==> src/hdl/tpr_pkg.sv <==
/*
 * tpr_pkg: shared types and constants for the test port reset and mode latch.
 * Assumes a single 50 MHz system clock; all pin levels are sampled by it.
 */
package tpr_pkg;

	// mode-select pair encodings
	localparam logic [1:0] MODE_SCAN    = 2'h0;
	localparam logic [1:0] MODE_EMUL    = 2'h3;
	localparam logic [1:0] MODE_RESET   = 2'h3;

	// synchroniser reset level: test reset pin reads low (pulldown) when idle
	localparam logic [2:0] SYNC_RESET   = 3'h0;
	localparam logic       ARMED_RESET  = 1'b0;
	localparam logic       VALID_RESET  = 1'b0;

	typedef enum logic [1:0] {
		TPR_TEST_RESET = 2'b00,
		TPR_WAIT_EDGE  = 2'b01,
		TPR_CONFIGURED = 2'b10
	} tpr_state_e;

	// sampled versions of the external pins
	typedef struct packed {
		logic       test_reset_n;
		logic       test_port_clock;
		logic [1:0] debug_mode_select_pair;
	} tpr_pins_s;

	// configuration handed to the test port
	typedef struct packed {
		logic       mode_valid;
		logic       boundary_scan_en;
		logic       emulation_en;
		logic [1:0] debug_mode_select_pair;
	} tpr_cfg_s;

endpackage

==> src/hdl/tpr_sync.sv <==
/*
 * tpr_sync: two-flop synchroniser for a bundle of pin levels.
 * Assumes the inputs are asynchronous to sys_clk_i; the first stage feeds only the second.
 */
`timescale 1ns/10ps
module tpr_sync #(
	parameter int WIDTH = 4
) (
	input  wire logic             sys_clk_i,
	input  wire logic             reset_i,
	input  wire logic [WIDTH-1:0] async_i,
	output logic      [WIDTH-1:0] sync_o
);
	logic [WIDTH-1:0] meta;
	logic [WIDTH-1:0] next_meta;
	logic [WIDTH-1:0] next_sync;

	always_comb begin
		next_meta = async_i;
		next_sync = meta;
		if (reset_i) begin
			next_meta = '0;
			next_sync = '0;
		end
	end

	always_ff @(posedge sys_clk_i) begin
		meta   <= next_meta;
		sync_o <= next_sync;
	end
endmodule

==> src/hdl/tpr_top.sv <==
/*
 * tpr_top: reset distribution and mode-select latch for the test and emulation port.
 * Assumes test_reset_n_i carries an internal pulldown at the pad and that the
 * external controller clocks the test reset with test_port_clock_i.
 */
// Summary of operation
// (RULE1) The system holds both system reset and test reset asserted at power-up.
// (RULE2) System reset initialises the core; test reset initialises emulation and test logic.
// (RULE3) Test reset is applied synchronously with running test port clock edges.
// (RULE4) Core boots when system reset alone is released; test reset release not needed.
// (RULE5) Held test reset keeps test port and emulation logic reset, core unaffected.
// (RULE6) Controller releases test reset only to debug or run boundary scan.
// (RULE7) Test reset input has an internal pulldown, asserted when left unconnected.
// (RULE8) Passive controllers assert test reset after power-up, then drive it high.
// (RULE9) After system reset release, mode pins are captured on next test reset rise.
// (RULE10) Captured mode pair selects boundary-scan mode or emulation mode.
// (RULE11) While system reset is low, internal core reset is held asserted.
// (RULE12) Captured mode stays stable until the next qualifying test reset rise.
`timescale 1ns/10ps
module tpr_top (
	input  wire logic       sys_clk_i,
	input  wire logic       reset_i,
	input  wire logic       sys_reset_n_i,
	input  wire logic       test_reset_n_i,
	input  wire logic       test_port_clock_i,
	input  wire logic       debug_mode_select_hi_i,
	input  wire logic       debug_mode_select_lo_i,
	output logic            internal_pulldown_o,
	output logic            core_reset_o,
	output logic            test_logic_reset_o,
	output logic            test_port_clock_rise_o,
	output logic            mode_valid_o,
	output logic            boundary_scan_en_o,
	output logic            emulation_en_o,
	output logic [1:0]      debug_mode_select_pair_o
);
	tpr_pkg::tpr_pins_s pins_raw;
	tpr_pkg::tpr_pins_s pins;
	logic               sys_reset_n;
	logic               sys_rst_sync;

	tpr_pkg::tpr_state_e state;
	tpr_pkg::tpr_state_e next_state;
	logic                trst_prev;
	logic                next_trst_prev;
	logic                test_port_clock_prev;
	logic                next_test_port_clock_prev;
	tpr_pkg::tpr_cfg_s   cfg;
	tpr_pkg::tpr_cfg_s   next_cfg;
	logic                core_reset;
	logic                next_core_reset;
	logic                test_reset;
	logic                next_test_reset;
	logic                trst_rise;
	logic                armed_rise;
	logic                scan_en;
	logic                next_scan_en;
	logic                emul_en;
	logic                next_emul_en;

	// the pad pulldown is a static strap request; kept on at all times
	assign internal_pulldown_o = 1'b1; // [RULE7]

	assign pins_raw.test_reset_n           = test_reset_n_i;
	assign pins_raw.test_port_clock        = test_port_clock_i;
	assign pins_raw.debug_mode_select_pair = {debug_mode_select_hi_i, debug_mode_select_lo_i};

	tpr_sync #(
		.WIDTH($bits(tpr_pkg::tpr_pins_s) + 1)
	) u_sync (
		.sys_clk_i(sys_clk_i),
		.reset_i  (reset_i),
		.async_i  ({pins_raw, sys_reset_n_i}),
		.sync_o   ({pins, sys_rst_sync})
	);
	assign sys_reset_n = sys_rst_sync;

	assign trst_rise = pins.test_reset_n & ~trst_prev;
	// one qualifying rise: armed, core out of reset, test reset seen rising
	assign armed_rise = (state == tpr_pkg::TPR_WAIT_EDGE) && sys_reset_n && trst_rise;

	always_comb begin
		next_trst_prev  = pins.test_reset_n;
		next_test_port_clock_prev  = pins.test_port_clock;
		next_state      = state;
		next_cfg        = cfg;
		// core reset follows system reset only; test reset plays no part [RULE4] [RULE11]
		next_core_reset = ~sys_reset_n; // [RULE2]
		// test logic reset follows the test reset pin only; core keeps running [RULE5]
		next_test_reset = ~pins.test_reset_n; // [RULE2]
		case (state)
			tpr_pkg::TPR_TEST_RESET: begin
				// rising edges while the core is still in reset are not qualifying
				if (sys_reset_n && !pins.test_reset_n) begin
					next_state = tpr_pkg::TPR_WAIT_EDGE;
				end
			end
			tpr_pkg::TPR_WAIT_EDGE: begin
				if (!sys_reset_n) begin
					next_state = tpr_pkg::TPR_TEST_RESET;
				end else if (trst_rise) begin
					next_cfg.debug_mode_select_pair = pins.debug_mode_select_pair; // [RULE9]
					next_cfg.mode_valid             = 1'b1;
					next_cfg.emulation_en           =
						(pins.debug_mode_select_pair == tpr_pkg::MODE_EMUL); // [RULE10]
					next_cfg.boundary_scan_en       =
						(pins.debug_mode_select_pair == tpr_pkg::MODE_SCAN); // [RULE10]
					next_state = tpr_pkg::TPR_CONFIGURED;
				end
			end
			tpr_pkg::TPR_CONFIGURED: begin
				// mode pins are ignored here; only a new arm-and-rise reloads [RULE12]
				if (!sys_reset_n) begin
					next_state = tpr_pkg::TPR_TEST_RESET;
				end else if (!pins.test_reset_n) begin
					next_state = tpr_pkg::TPR_WAIT_EDGE;
				end
			end
			default: begin
				next_state = tpr_pkg::TPR_TEST_RESET;
			end
		endcase
		if (reset_i) begin
			next_state      = tpr_pkg::TPR_TEST_RESET;
			next_cfg        = '0;
			next_trst_prev  = tpr_pkg::ARMED_RESET;
			next_test_port_clock_prev  = 1'b0;
			next_core_reset = 1'b1;
			next_test_reset = 1'b1;
		end
		// enables registered so the port sees clean levels; reset forces them low
		next_scan_en = next_cfg.boundary_scan_en & ~next_test_reset; // [RULE5]
		next_emul_en = next_cfg.emulation_en & ~next_test_reset;
	end

	always_ff @(posedge sys_clk_i) begin
		state      <= next_state;
		cfg        <= next_cfg;
		trst_prev  <= next_trst_prev;
		test_port_clock_prev  <= next_test_port_clock_prev;
		core_reset <= next_core_reset;
		test_reset <= next_test_reset;
		scan_en    <= next_scan_en;
		emul_en    <= next_emul_en;
	end

	assign core_reset_o             = core_reset;
	assign test_logic_reset_o       = test_reset;
	// test logic is clocked by test clock edges found here; a stopped clock stalls it
	assign test_port_clock_rise_o   = pins.test_port_clock & ~test_port_clock_prev & ~test_reset; // [RULE3]
	assign mode_valid_o             = cfg.mode_valid;
	// while test reset is held the port stays in reset, so neither mode enable is raised
	assign boundary_scan_en_o       = scan_en; // [RULE5]
	assign emulation_en_o           = emul_en;
	assign debug_mode_select_pair_o = cfg.debug_mode_select_pair;
endmodule

==> config.mk <==
export PLATFORM = sky130hd
export DESIGN_NAME = tpr_top
export DESIGN_NICKNAME = d
export VERILOG_FILES = /design/src/hdl/tpr_pkg.sv /design/src/hdl/tpr_sync.sv /design/src/hdl/tpr_top.sv
export SDC_FILE = /design/constraint.sdc
export NUM_CORES = 1
export LEC_CHECK = 0
export BUFFER_PORTS_ARGS = -buffer_cell sky130_fd_sc_hd__buf_2
export CAP_MARGIN = 15
export CORE_ASPECT_RATIO = 0.9
export CORE_MARGIN = 2
export CORE_UTILIZATION = 35
export CTS_BUF_LIST = sky130_fd_sc_hd__clkbuf_8
export DETAILED_ROUTE_END_ITERATION = 16
export PLACE_DENSITY_LB_ADDON = 0.05
export SYNTH_ARGS = -nofsm -noshare
export SYNTH_HDL_FRONTEND = slang
export SYNTH_SLANG_ARGS = --single-unit
==> constraint.sdc <==
create_clock -name sys_clk_i -period 1.6 [get_ports sys_clk_i]
set_input_delay 0.32 -clock sys_clk_i [delete_from_list [all_inputs] [get_ports sys_clk_i]]
set_output_delay 0.32 -clock sys_clk_i [all_outputs]
set_load 0.05 [all_outputs]
==> PnR_summary.wiki, run 1 <==
{| class="wikitable"
! Metric !! Value
|-
| Die Y || 47.9 um
|-
| I/O pin count || 16
|-
| Max-Cap Viols || 0
|-
| Unrepaired setup endpoints after global routing || no
|-
| Final setup fails || 0
|-
| Antenna diode instance count || 0
|-
| Worst-case register-to-register setup slack || 340 ps
|-
| Master of the slowest instance on the critical path || sky130_fd_sc_hd__dfxtp_1
|-
| Core outline area || 1970 sq um
|-
| Buffer cell driving the clock tree root || sky130_fd_sc_hd__clkbuf_8
|-
| Endpoint of the lowest-slack register-to-register path || emulation_en_o$_DFF_P_
|-
| Cell family with the largest share of critical-path delay || flip-flops
|-
| Number of instances in the synthesized netlist || 72
|-
| Top cells by area in the synthesized netlist || sky130_fd_sc_hd__dfxtp_1 (61%), sky130_fd_sc_hd__nor2b_1 (9.2%), sky130_fd_sc_hd__o31ai_1 (4.0%), sky130_fd_sc_hd__buf_4 (3.0%), sky130_fd_sc_hd__a21oi_1 (2.7%)
|-
| Beginning of the worst hold path || sys_reset_n_i
|-
| PwrDens || 1120 nW/um^2
|-
| Clock transition at path regs || 80 ps
|-
| Final hold violations || 0
|-
| Drt pass-1 iters || 4
|-
| Number of nets in the layout || 94
|-
| Total vias in the final route || 482
|-
| Post-DRT Antenna Nets || 0
|-
| Starting density of the core || 0.381
|-
| Seq cells post-synth || 23
|-
| Mapped Nets || 79
|-
| Cell row count || 15
|-
| Register-to-Register Path Depth || 3
|-
| Crit path capture type || output port
|-
| Post-Route Skew || 1.80 ps
|-
| Share of Yosys cell area claimed by the top area cell type || 0.613
|-
| Via count of the first global-routing pass || 391
|-
| Period utilisation layout || 0.822
|-
| Overall global routing resource usage || 0.103
|-
| Maximum VDD drop || 843 uV
|-
| Number of warnings printed during yosys synthesis || 0
|-
| DRC errors left || 0
|-
| Number of slew-limit violations in the final report || 0
|-
| Setup_tns || 0 ps
|-
| Via-per-instance ratio || 4.34
|-
| # resized after CTS || 0
|-
| Register area share after synthesis || 0.613
|-
| H-tree level count || 1
|-
| Number of buffers and inverters on the critical path || 1
|-
| Clock latency reported for the late side of the worst-skew pair || 260 ps
|-
| Total congestion overflow after global routing || 0
|-
| Largest area contributor in the synthesized netlist || sky130_fd_sc_hd__dfxtp_1
|-
| Number of sinks on the clock net || 23
|-
| Overall die area || 2530 sq um
|-
| Final Instance Area || 881 sq um
|-
| Ratio of cells with drive above 1 in the final layout || 0.267
|-
| Half-perimeter wire length after placement || 745 um
|-
| Total Routed Length || 1050 um
|-
| DRC violation total after the first TritonRoute iteration || 6
|-
| Endpoint, Worst Hold || u_sync.meta[0]$_SDFF_PP0_
|-
| Pin count of the biggest net entering global routing || 15
|-
| Post-Synthesis Mean Instance Area || 10.4 sq um
|-
| Synth Cell Area || 751 sq um
|-
| Count of filler cells inserted in the layout || 202
|-
| Die W || 52.8 um
|-
| CTS tree || built
|-
| Worst flop-to-flop path startpoint || state[0]$_SDFFE_PP0P_
|-
| Max Fanout on Critical Path || 2
|-
| Post-Place Cell Area || 835 sq um
|-
| Peak per-stage delay on the critical path || 320 ps
|-
| Placer Congestion || 0.697
|-
| Count of cell types in the netlist || 20
|-
| Endpoint required time on the critical path || 1280 ps
|-
| Buffer count from post-CTS setup fixing || 0
|-
| Number of hold-repair buffers added at the cts stage || 0
|-
| Antenna violations before repair || 0
|-
| Hold depth || 2
|-
| Clock buffer depth || 2
|-
| Min-Delay Path Class || in -> reg
|-
| Sort of element at the start of the critical path || flip-flop
|-
| Count of input and output buffers || 14
|-
| Clock buffer count from CTS || 3
|-
| Area growth from synthesis to layout || 17.3%
|-
| Outcome || complete, no violations
|-
| WL/cell || 9.50 um
|-
| Highest Clock Rate || 760 MHz
|-
| Arrival time at the worst endpoint || 990 ps
|-
| Min Tclk post-route || 1310 ps
|-
| Static leakage || 0.000346 uW
|-
| Chain of cells forming the critical path || nor3b_2, buf_2
|-
| Global-route wire length before repair || 1710 um
|-
| Critical path class || reg -> out
|}
logic make-up (layout without fill, tap and decap cells):
family / after synthesis / in the layout / synth area share
AND/OR/NAND/NOR: 27 / 27 / 0.225
other: 1 / 1 / 0.00500
flip-flops: 23 / 23 / 0.613
buffers and inverters: 10 / 24 / 0.0650
AO/OA/AOI/OAI: 11 / 11 / 0.0917
placed cells by master (no fill, tap or decap), types with 3 or more instances in the layout:
cell,instances
sky130_fd_sc_hd__o31ai_1,4
sky130_fd_sc_hd__dfxtp_1,23
sky130_fd_sc_hd__buf_2,14
sky130_fd_sc_hd__nor2_1,3
sky130_fd_sc_hd__nor2b_1,11
sky130_fd_sc_hd__a21oi_1,4
sky130_fd_sc_hd__nand3_1,3
sky130_fd_sc_hd__clkbuf_8,3
sky130_fd_sc_hd__inv_1,4
cell usage after synthesis:
master                      number
sky130_fd_sc_hd__dfxtp_1        23
sky130_fd_sc_hd__nor2b_1        11
sky130_fd_sc_hd__a21oi_1         4
sky130_fd_sc_hd__inv_1           4
sky130_fd_sc_hd__o31ai_1         4
sky130_fd_sc_hd__buf_4           3
sky130_fd_sc_hd__nand3_1         3
sky130_fd_sc_hd__nor2_1          3
sky130_fd_sc_hd__clkbuf_1        2
sky130_fd_sc_hd__nand2_1         2
sky130_fd_sc_hd__nor3_1          2
sky130_fd_sc_hd__nor3b_1         2
sky130_fd_sc_hd__o21ai_0         2
sky130_fd_sc_hd__a221oi_1        1
sky130_fd_sc_hd__and4bb_2        1
sky130_fd_sc_hd__conb_1          1
sky130_fd_sc_hd__inv_2           1
sky130_fd_sc_hd__nand2b_1        1
sky130_fd_sc_hd__nand4bb_1       1
sky130_fd_sc_hd__or4_4           1
worst max path at each step:
stage	start	endpoint	slack (ps)	depth (start not counted)
global route	u_sync.sync_o[3]$_SDFF_PP0_	test_port_clock_rise_o	230	2
finish	u_sync.sync_o[3]$_SDFF_PP0_	test_port_clock_rise_o	290	2
floorplan	test_logic_reset_o$_DFF_P_	test_port_clock_rise_o	90	1
CTS	u_sync.sync_o[3]$_SDFF_PP0_	test_port_clock_rise_o	260	2
detailed placement	state[0]$_SDFFE_PP0P_	cfg[2]$_DFF_P_	350	3
global placement	state[1]$_SDFFE_PP0P_	cfg[2]$_DFF_P_	370	3
worst register-to-register path, cell delays in order, from the launching register on:
cell and delay [ps]:
sky130_fd_sc_hd__dfxtp_1 400, sky130_fd_sc_hd__nand4bb_1 190, sky130_fd_sc_hd__or4_4 520, sky130_fd_sc_hd__o31ai_1 80
where the power goes:
group          internal [uW]  switching [uW]
Sequential               587            7.57
Combinational           17.4            25.4
Clock                    173             175
Total                    778             208
layer usage:
layer | GRT usage | part of all wire | vias up
met4 | 0.0769 | 0.018 | 0
met2 | 0.143 | 0.40 | 16
met5 | 0 | 0 | -
li1 | - | - | 264
met3 | 0.0563 | 0.075 | 2
met1 | 0.121 | 0.50 | 200
through the flow:
stage	util	hold WS, ps	worst slack (ps)	cells	power, uW
after global routing	0.447	266	231	111	1030
after CTS	0.447	252	262	111	1010
after detailed placement	0.423	426	351	107	651
after global placement	0.423	417	367	107	651
final	0.447	260	285	111	986
after floorplan	-	414	88.1	72	639
state kept, by name (all words and copies together) (netlist names), 2 cells and up:
signal	count
cfg	2
debug_mode_select_pair_o	2
state	2
u_sync.meta	5
u_sync.sync_o	5
final cells by class:
type / count / area [sq um] / share of cell area
Sequential cell: 23 / 460 / 0.523
Multi-Input combinational cell: 39 / 246 / 0.280
Timing Repair Buffer: 15 / 77.6 / 0.0881
Clock buffer: 3 / 41.3 / 0.0469
Tap cell: 25 / 31.3 / 0.0355
Inverter: 5 / 18.8 / 0.0213
Clock inverter: 1 / 5.00 / 0.00568
No activity file was read; power rests on OpenSTA's default activity.
==> run 2, diff against run 1 <==
==> constraint.sdc (replaced) <==
create_clock -name sys_clk_i -period 1.4 [get_ports sys_clk_i]
set_input_delay 0.28 -clock sys_clk_i [delete_from_list [all_inputs] [get_ports sys_clk_i]]
set_output_delay 0.28 -clock sys_clk_i [all_outputs]
set_load 0.05 [all_outputs]
==> run 2 against run 1 <==
Compared with the run above:
- largest power group unchanged
- critical path type unchanged
- first-iteration DRC count fell by 50%
- non-clock buffer count rose by 1
- combinational power rose by 23%
- clock power up 13%
- utilization is 0.70 points higher
==> PnR_summary.wiki, run 2 (synthesis results as in run 1) <==
{| class="wikitable"
! Metric !! Value
|-
| Outcome || complete, no violations
|-
| Chain of cells forming the critical path || nor3b_4, buf_2
|-
| DRC errors left || 0
|-
| Static leakage || 0.000352 uW
|-
| Min-Delay Path Class || in -> reg
|-
| Top library cells by usage in the layout, fill and taps aside || sky130_fd_sc_hd__dfxtp_1 (23), sky130_fd_sc_hd__buf_2 (14), sky130_fd_sc_hd__nor2b_1 (11)
|-
| Hold WS || 227 ps
|-
| Most common cell after layout, fill and taps aside || sky130_fd_sc_hd__dfxtp_1
|-
| Crit path capture type || output port
|-
| DRC violation total after the first TritonRoute iteration || 3
|-
| Hold depth || 2
|-
| WL/cell || 9.92 um
|-
| Levels on crit path || 2
|-
| Placer Congestion || 0.747
|-
| Master of the slowest instance on the critical path || sky130_fd_sc_hd__dfxtp_1
|-
| I/O pin count || 16
|-
| Clock latency reported for the late side of the worst-skew pair || 260 ps
|-
| Beginning of the worst hold path || debug_mode_select_lo_i
|-
| Number of sinks on the clock net || 23
|-
| Endpoint of the lowest-slack register-to-register path || cfg[2]$_DFF_P_
|-
| Min Tclk post-route || 1310 ps
|-
| Worst-case register-to-register setup slack || 130 ps
|-
| Maximum VDD drop || 688 uV
|-
| Buffer count from post-CTS setup fixing || 0
|-
| Critical path class || reg -> out
|-
| Clock transition at path regs || 80 ps
|-
| Die W || 52.8 um
|-
| Antenna diode instance count || 0
|-
| Total vias in the final route || 507
|-
| Largest registers in the final layout || u_sync.meta x5, u_sync.sync_o x5
|-
| Global-route wire length before repair || 1910 um
|-
| Pin count of the biggest net entering global routing || 14
|-
| PwrDens || 1260 nW/um^2
|-
| Period utilisation layout || 0.937
|-
| Post-Place Cell Area || 848 sq um
|-
| H-tree level count || 1
|-
| Starting density of the core || 0.381
|-
| Overall die area || 2530 sq um
|-
| Count of filler cells inserted in the layout || 201
|-
| Setup_tns || 0 ps
|-
| Worst flop-to-flop path startpoint || state[0]$_SDFFE_PP0P_
|-
| Final Core Density || 0.454
|-
| Endpoint required time on the critical path || 1120 ps
|-
| Post-DRT Antenna Nets || 0
|-
| CTS tree || built
|-
| Total congestion overflow after global routing || 0
|-
| Number of hold-repair buffers added at the cts stage || 0
|-
| Half-perimeter wire length after placement || 816 um
|-
| Max-Cap Viols || 0
|-
| Total Routed Length || 1110 um
|-
| Overall global routing resource usage || 0.104
|-
| Via count of the first global-routing pass || 431
|-
| Die Y || 47.9 um
|-
| Highest Clock Rate || 762 MHz
|-
| Number of slew-limit violations in the final report || 0
|-
| Drt pass-1 iters || 2
|-
| Sort of element at the start of the critical path || flip-flop
|-
| Clock buffer depth || 2
|-
| Core outline area || 1970 sq um
|-
| Cell row count || 15
|-
| # resized after CTS || 0
|-
| Peak per-stage delay on the critical path || 330 ps
|-
| Number of nets in the layout || 95
|-
| Post-Route Skew || 5.47 ps
|-
| Count of input and output buffers || 14
|-
| Final Instance Area || 895 sq um
|-
| Max Fanout on Critical Path || 1
|-
| Arrival time at the worst endpoint || 1030 ps
|-
| Endpoint, Worst Hold || u_sync.meta[1]$_SDFF_PP0_
|-
| Buffer cell driving the clock tree root || sky130_fd_sc_hd__clkbuf_8
|-
| Area growth from synthesis to layout || 19.2%
|-
| Register-to-Register Path Depth || 3
|-
| Via-per-instance ratio || 4.53
|-
| Clock buffer count from CTS || 3
|-
| Final hold violations || 0
|-
| Antenna violations before repair || 0
|-
| Final setup fails || 0
|-
| Unrepaired setup endpoints after global routing || no
|-
| Ratio of cells with drive above 1 in the final layout || 0.276
|-
| Number of buffers and inverters on the critical path || 1
|-
| Cell family with the largest share of critical-path delay || flip-flops
|}
[run 2: metal layers]
layer / global-route usage / wire [um] / share of wire
met3: 0.0281 / 58 / 0.052
met2: 0.158 / 482 / 0.43
met1: 0.140 / 565 / 0.51
met5: 0 / 0 / 0
met4: 0.0462 / 4 / 0.0036
[run 2: how the worst max path moves through the flow]
stage | start | endpoint
4_1_cts | test_port_clock_prev$_SDFF_PP0_ | test_port_clock_rise_o
3_3_place_gp | state[1]$_SDFFE_PP0P_ | emulation_en_o$_DFF_P_
2_1_floorplan | test_logic_reset_o$_DFF_P_ | test_port_clock_rise_o
3_5_place_dp | state[0]$_SDFFE_PP0P_ | cfg[2]$_DFF_P_
6_report | test_port_clock_prev$_SDFF_PP0_ | test_port_clock_rise_o
5_1_grt | state[0]$_SDFFE_PP0P_ | cfg[2]$_DFF_P_
[run 2: metrics by stage]
stage / power, uW / worst slack [ps] / std cells
floorplan: 732 / 89.9 / 72
global route: 1180 / 33.2 / 112
CTS: 1140 / 77.5 / 112
finish: 1120 / 87.6 / 112
detailed placement: 748 / 141 / 108
global placement: 747 / 171 / 108
[run 2: worst register-to-register path, cell delays in order, from the launching register on]
cell	delay, ps
sky130_fd_sc_hd__dfxtp_1	410
sky130_fd_sc_hd__nand4bb_1	190
sky130_fd_sc_hd__or4_4	520
sky130_fd_sc_hd__o31ai_1	80
[run 2: cell type report]
class	instances	area (sq um)	share of cell area
clock inverters	1	5.00	0.00559
clock buffers	3	41.3	0.0462
flip-flops and latches	23	460	0.515
inverters	5	18.8	0.0210
repair buffers	16	85.1	0.0951
multi-input cells	39	253	0.283
well taps	25	31.3	0.0350
[run 2: power by group]
part | switching, uW | total, uW | internal, uW
clock network | 195 | 393 | 198
logic | 31.1 | 52.8 | 21.8
registers | 7.91 | 679 | 671
total | 234 | 1120 | 890
==> run 3, diff against run 2 <==
--- a/config.mk
+++ b/config.mk
@@ -9,10 +9,10 @@
 export CAP_MARGIN = 15
 export CORE_ASPECT_RATIO = 0.9
 export CORE_MARGIN = 2
-export CORE_UTILIZATION = 35
+export CORE_UTILIZATION = 26
 export CTS_BUF_LIST = sky130_fd_sc_hd__clkbuf_8
 export DETAILED_ROUTE_END_ITERATION = 16
-export PLACE_DENSITY_LB_ADDON = 0.05
+export PLACE_DENSITY = 0.52
 export SYNTH_ARGS = -nofsm -noshare
 export SYNTH_HDL_FRONTEND = slang
 export SYNTH_SLANG_ARGS = --single-unit
==> run 3 against run 2 <==
Compared with the run above:
- clock power about the same
- first-iteration DRC count rose to 4.7 times the previous value
- combinational power down 0.8%
- via count down 3.2%
- utilization down 12 points
- sequential share of layout area down 0.99 points
- sequential cell count unchanged
==> PnR_summary.wiki, run 3 (synthesis results as in run 1) <==
{| class="wikitable"
! Metric !! Value
|-
| Switching part of the total || 0.208
|-
| Clock transition at path regs || 80 ps
|-
| Clock buffer depth || 2
|-
| Antenna diode instance count || 0
|-
| Ratio of cells with drive above 1 in the final layout || 0.264
|-
| Number of nets in the layout || 95
|-
| Final hold violations || 0
|-
| Overall global routing resource usage || 0.0784
|-
| Pin count of the biggest net entering global routing || 13
|-
| Endpoint required time on the critical path || 1120 ps
|-
| Total vias in the final route || 491
|-
| Static leakage || 0.000353 uW
|-
| Worst slack, placed || 149 ps
|-
| Internal portion of total power || 889 uW
|-
| Post-route total power || 1120 uW
|-
| Min-Delay Path Class || in -> reg
|-
| Total Routed Length || 1140 um
|-
| CTS tree || built
|-
| # resized after CTS || 0
|-
| Via-per-instance ratio || 3.87
|-
| Area growth from synthesis to layout || 21.5%
|-
| DRC errors left || 0
|-
| Number of hold-repair buffers added at the cts stage || 0
|-
| Sort of element at the start of the critical path || flip-flop
|-
| Unrepaired setup endpoints after global routing || no
|-
| Core outline area || 2750 sq um
|-
| Part of the total power dissipated in the clock network || 0.347
|-
| Maximum VDD drop || 585 uV
|-
| Worst flop-to-flop path startpoint || state[1]$_SDFFE_PP0P_
|-
| Max-Cap Viols || 0
|-
| Clock buffer count from CTS || 3
|-
| Total congestion overflow after global routing || 0
|-
| Starting density of the core || 0.273
|-
| PwrDens || 1230 nW/um^2
|-
| Buffer count from post-CTS setup fixing || 0
|-
| Setup_tns || 0 ps
|-
| Critical path class || reg -> out
|-
| Min Tclk post-route || 1330 ps
|-
| Post-Route Skew || 3.63 ps
|-
| Final setup fails || 0
|-
| Overall die area || 3330 sq um
|-
| Drt pass-1 iters || 4
|-
| Seq pwr share || 0.606
|-
| Cell row count || 18
|-
| Count of input and output buffers || 14
|-
| Largest registers in the final layout || u_sync.meta x5, u_sync.sync_o x5
|-
| Highest Clock Rate || 754 MHz
|-
| WL/cell || 8.95 um
|-
| Global routing met2 resource utilization || 0.113
|-
| Top library cells by usage in the layout, fill and taps aside || sky130_fd_sc_hd__dfxtp_1 (23), sky130_fd_sc_hd__buf_2 (14), sky130_fd_sc_hd__nor2b_1 (11), sky130_fd_sc_hd__inv_1 (5)
|-
| Clock latency reported for the late side of the worst-skew pair || 260 ps
|-
| Net switching power figure || 234 uW
|-
| Post-DRT Antenna Nets || 0
|-
| Half-perimeter wire length after placement || 849 um
|-
| Crit path setup slack, layout || 74.1 ps
|-
| I/O pin count || 16
|-
| Beginning of the worst hold path || test_reset_n_i
|-
| Crit path capture type || output port
|-
| Crit. Startpoint || test_logic_reset_o$_DFF_P_
|-
| Max Fanout on Critical Path || 2
|-
| Buffer cell driving the clock tree root || sky130_fd_sc_hd__clkbuf_8
|-
| Outcome || complete, no violations
|-
| H-tree level count || 1
|-
| Die W || 60.6 um
|-
| Arrival time at the worst endpoint || 1050 ps
|-
| Met3 track demand over resource || 0.0488
|-
| Layer with the highest usage || met2
|-
| Most common cell after layout, fill and taps aside || sky130_fd_sc_hd__dfxtp_1
|-
| Number of sinks on the clock net || 23
|-
| Via count of the first global-routing pass || 415
|-
| Global-route wire length before repair || 1750 um
|-
| Die Y || 55.0 um
|-
| Placer Congestion || 0.652
|-
| DRC violation total after the first TritonRoute iteration || 14
|-
| Period utilisation layout || 0.947
|-
| Antenna violations before repair || 0
|-
| Met1 Resource Use GR || 0.0892
|-
| Worst-case register-to-register setup slack || 130 ps
|-
| Number of slew-limit violations in the final report || 0
|-
| Share of power burned in combinational logic || 0.047
|}
[run 3: changes by cell type in the layout (fill, tap and decap cells not counted)]
cell	before	now
sky130_fd_sc_hd__clkinv_2	1	0
sky130_fd_sc_hd__inv_1	4	5
[run 3: power by group through the flow]
| stage | sequential (uW) | clock (uW) | combinational (uW) |
|---|---|---|---|
| 5_1_grt | 682 | 426 | 57.3 |
| 6_report | 680 | 390 | 52.4 |
| 3_5_place_dp | 696 | 0 | 53.4 |
| 4_1_cts | 680 | 401 | 53.5 |
| 2_1_floorplan | 699 | 0 | 32.5 |
| 3_3_place_gp | 695 | 0 | 52.2 |
[run 3: through the flow]
stage | std cells | utilization | hold WS (ps) | cell area, sq um
floorplan | 72 | - | 408 | 762
global placement | 123 | 0.316 | 420 | 867
detailed placement | 123 | 0.316 | 421 | 867
CTS | 127 | 0.332 | 221 | 912
global route | 127 | 0.332 | 219 | 912
finish | 127 | 0.332 | 226 | 912
[run 3: area by class of cell]
| class | instances | area (sq um) |
|---|---|---|
| clock buffers | 3 | 41.3 |
| multi-input cells | 39 | 253 |
| repair buffers | 16 | 85.1 |
| well taps | 40 | 50.0 |
| inverters | 5 | 18.8 |
| fillers | 295 | 1840 |
| flip-flops and latches | 23 | 460 |
| clock inverters | 1 | 3.75 |
[run 3: final timing paths]
path | end | depth (start not counted)
setup / recovery | test_port_clock_rise_o | 2
hold / removal | u_sync.meta[4]$_SDFF_PP0_ | 2
hold reg to reg | u_sync.sync_o[1]$_SDFF_PP0_ | 1
setup reg to reg | emulation_en_o$_DFF_P_ | 3
[run 3: critical path: stages, from the launching register on]
cell and delay [ps]:
sky130_fd_sc_hd__dfxtp_1 340, sky130_fd_sc_hd__nor3b_4 160, sky130_fd_sc_hd__buf_2 280
[run 3: layer usage]
metal,up-vias,share of wire
met3,2,0.070
li1,266,-
met2,16,0.41
met1,207,0.50
met4,0,0.024
met5,-,0
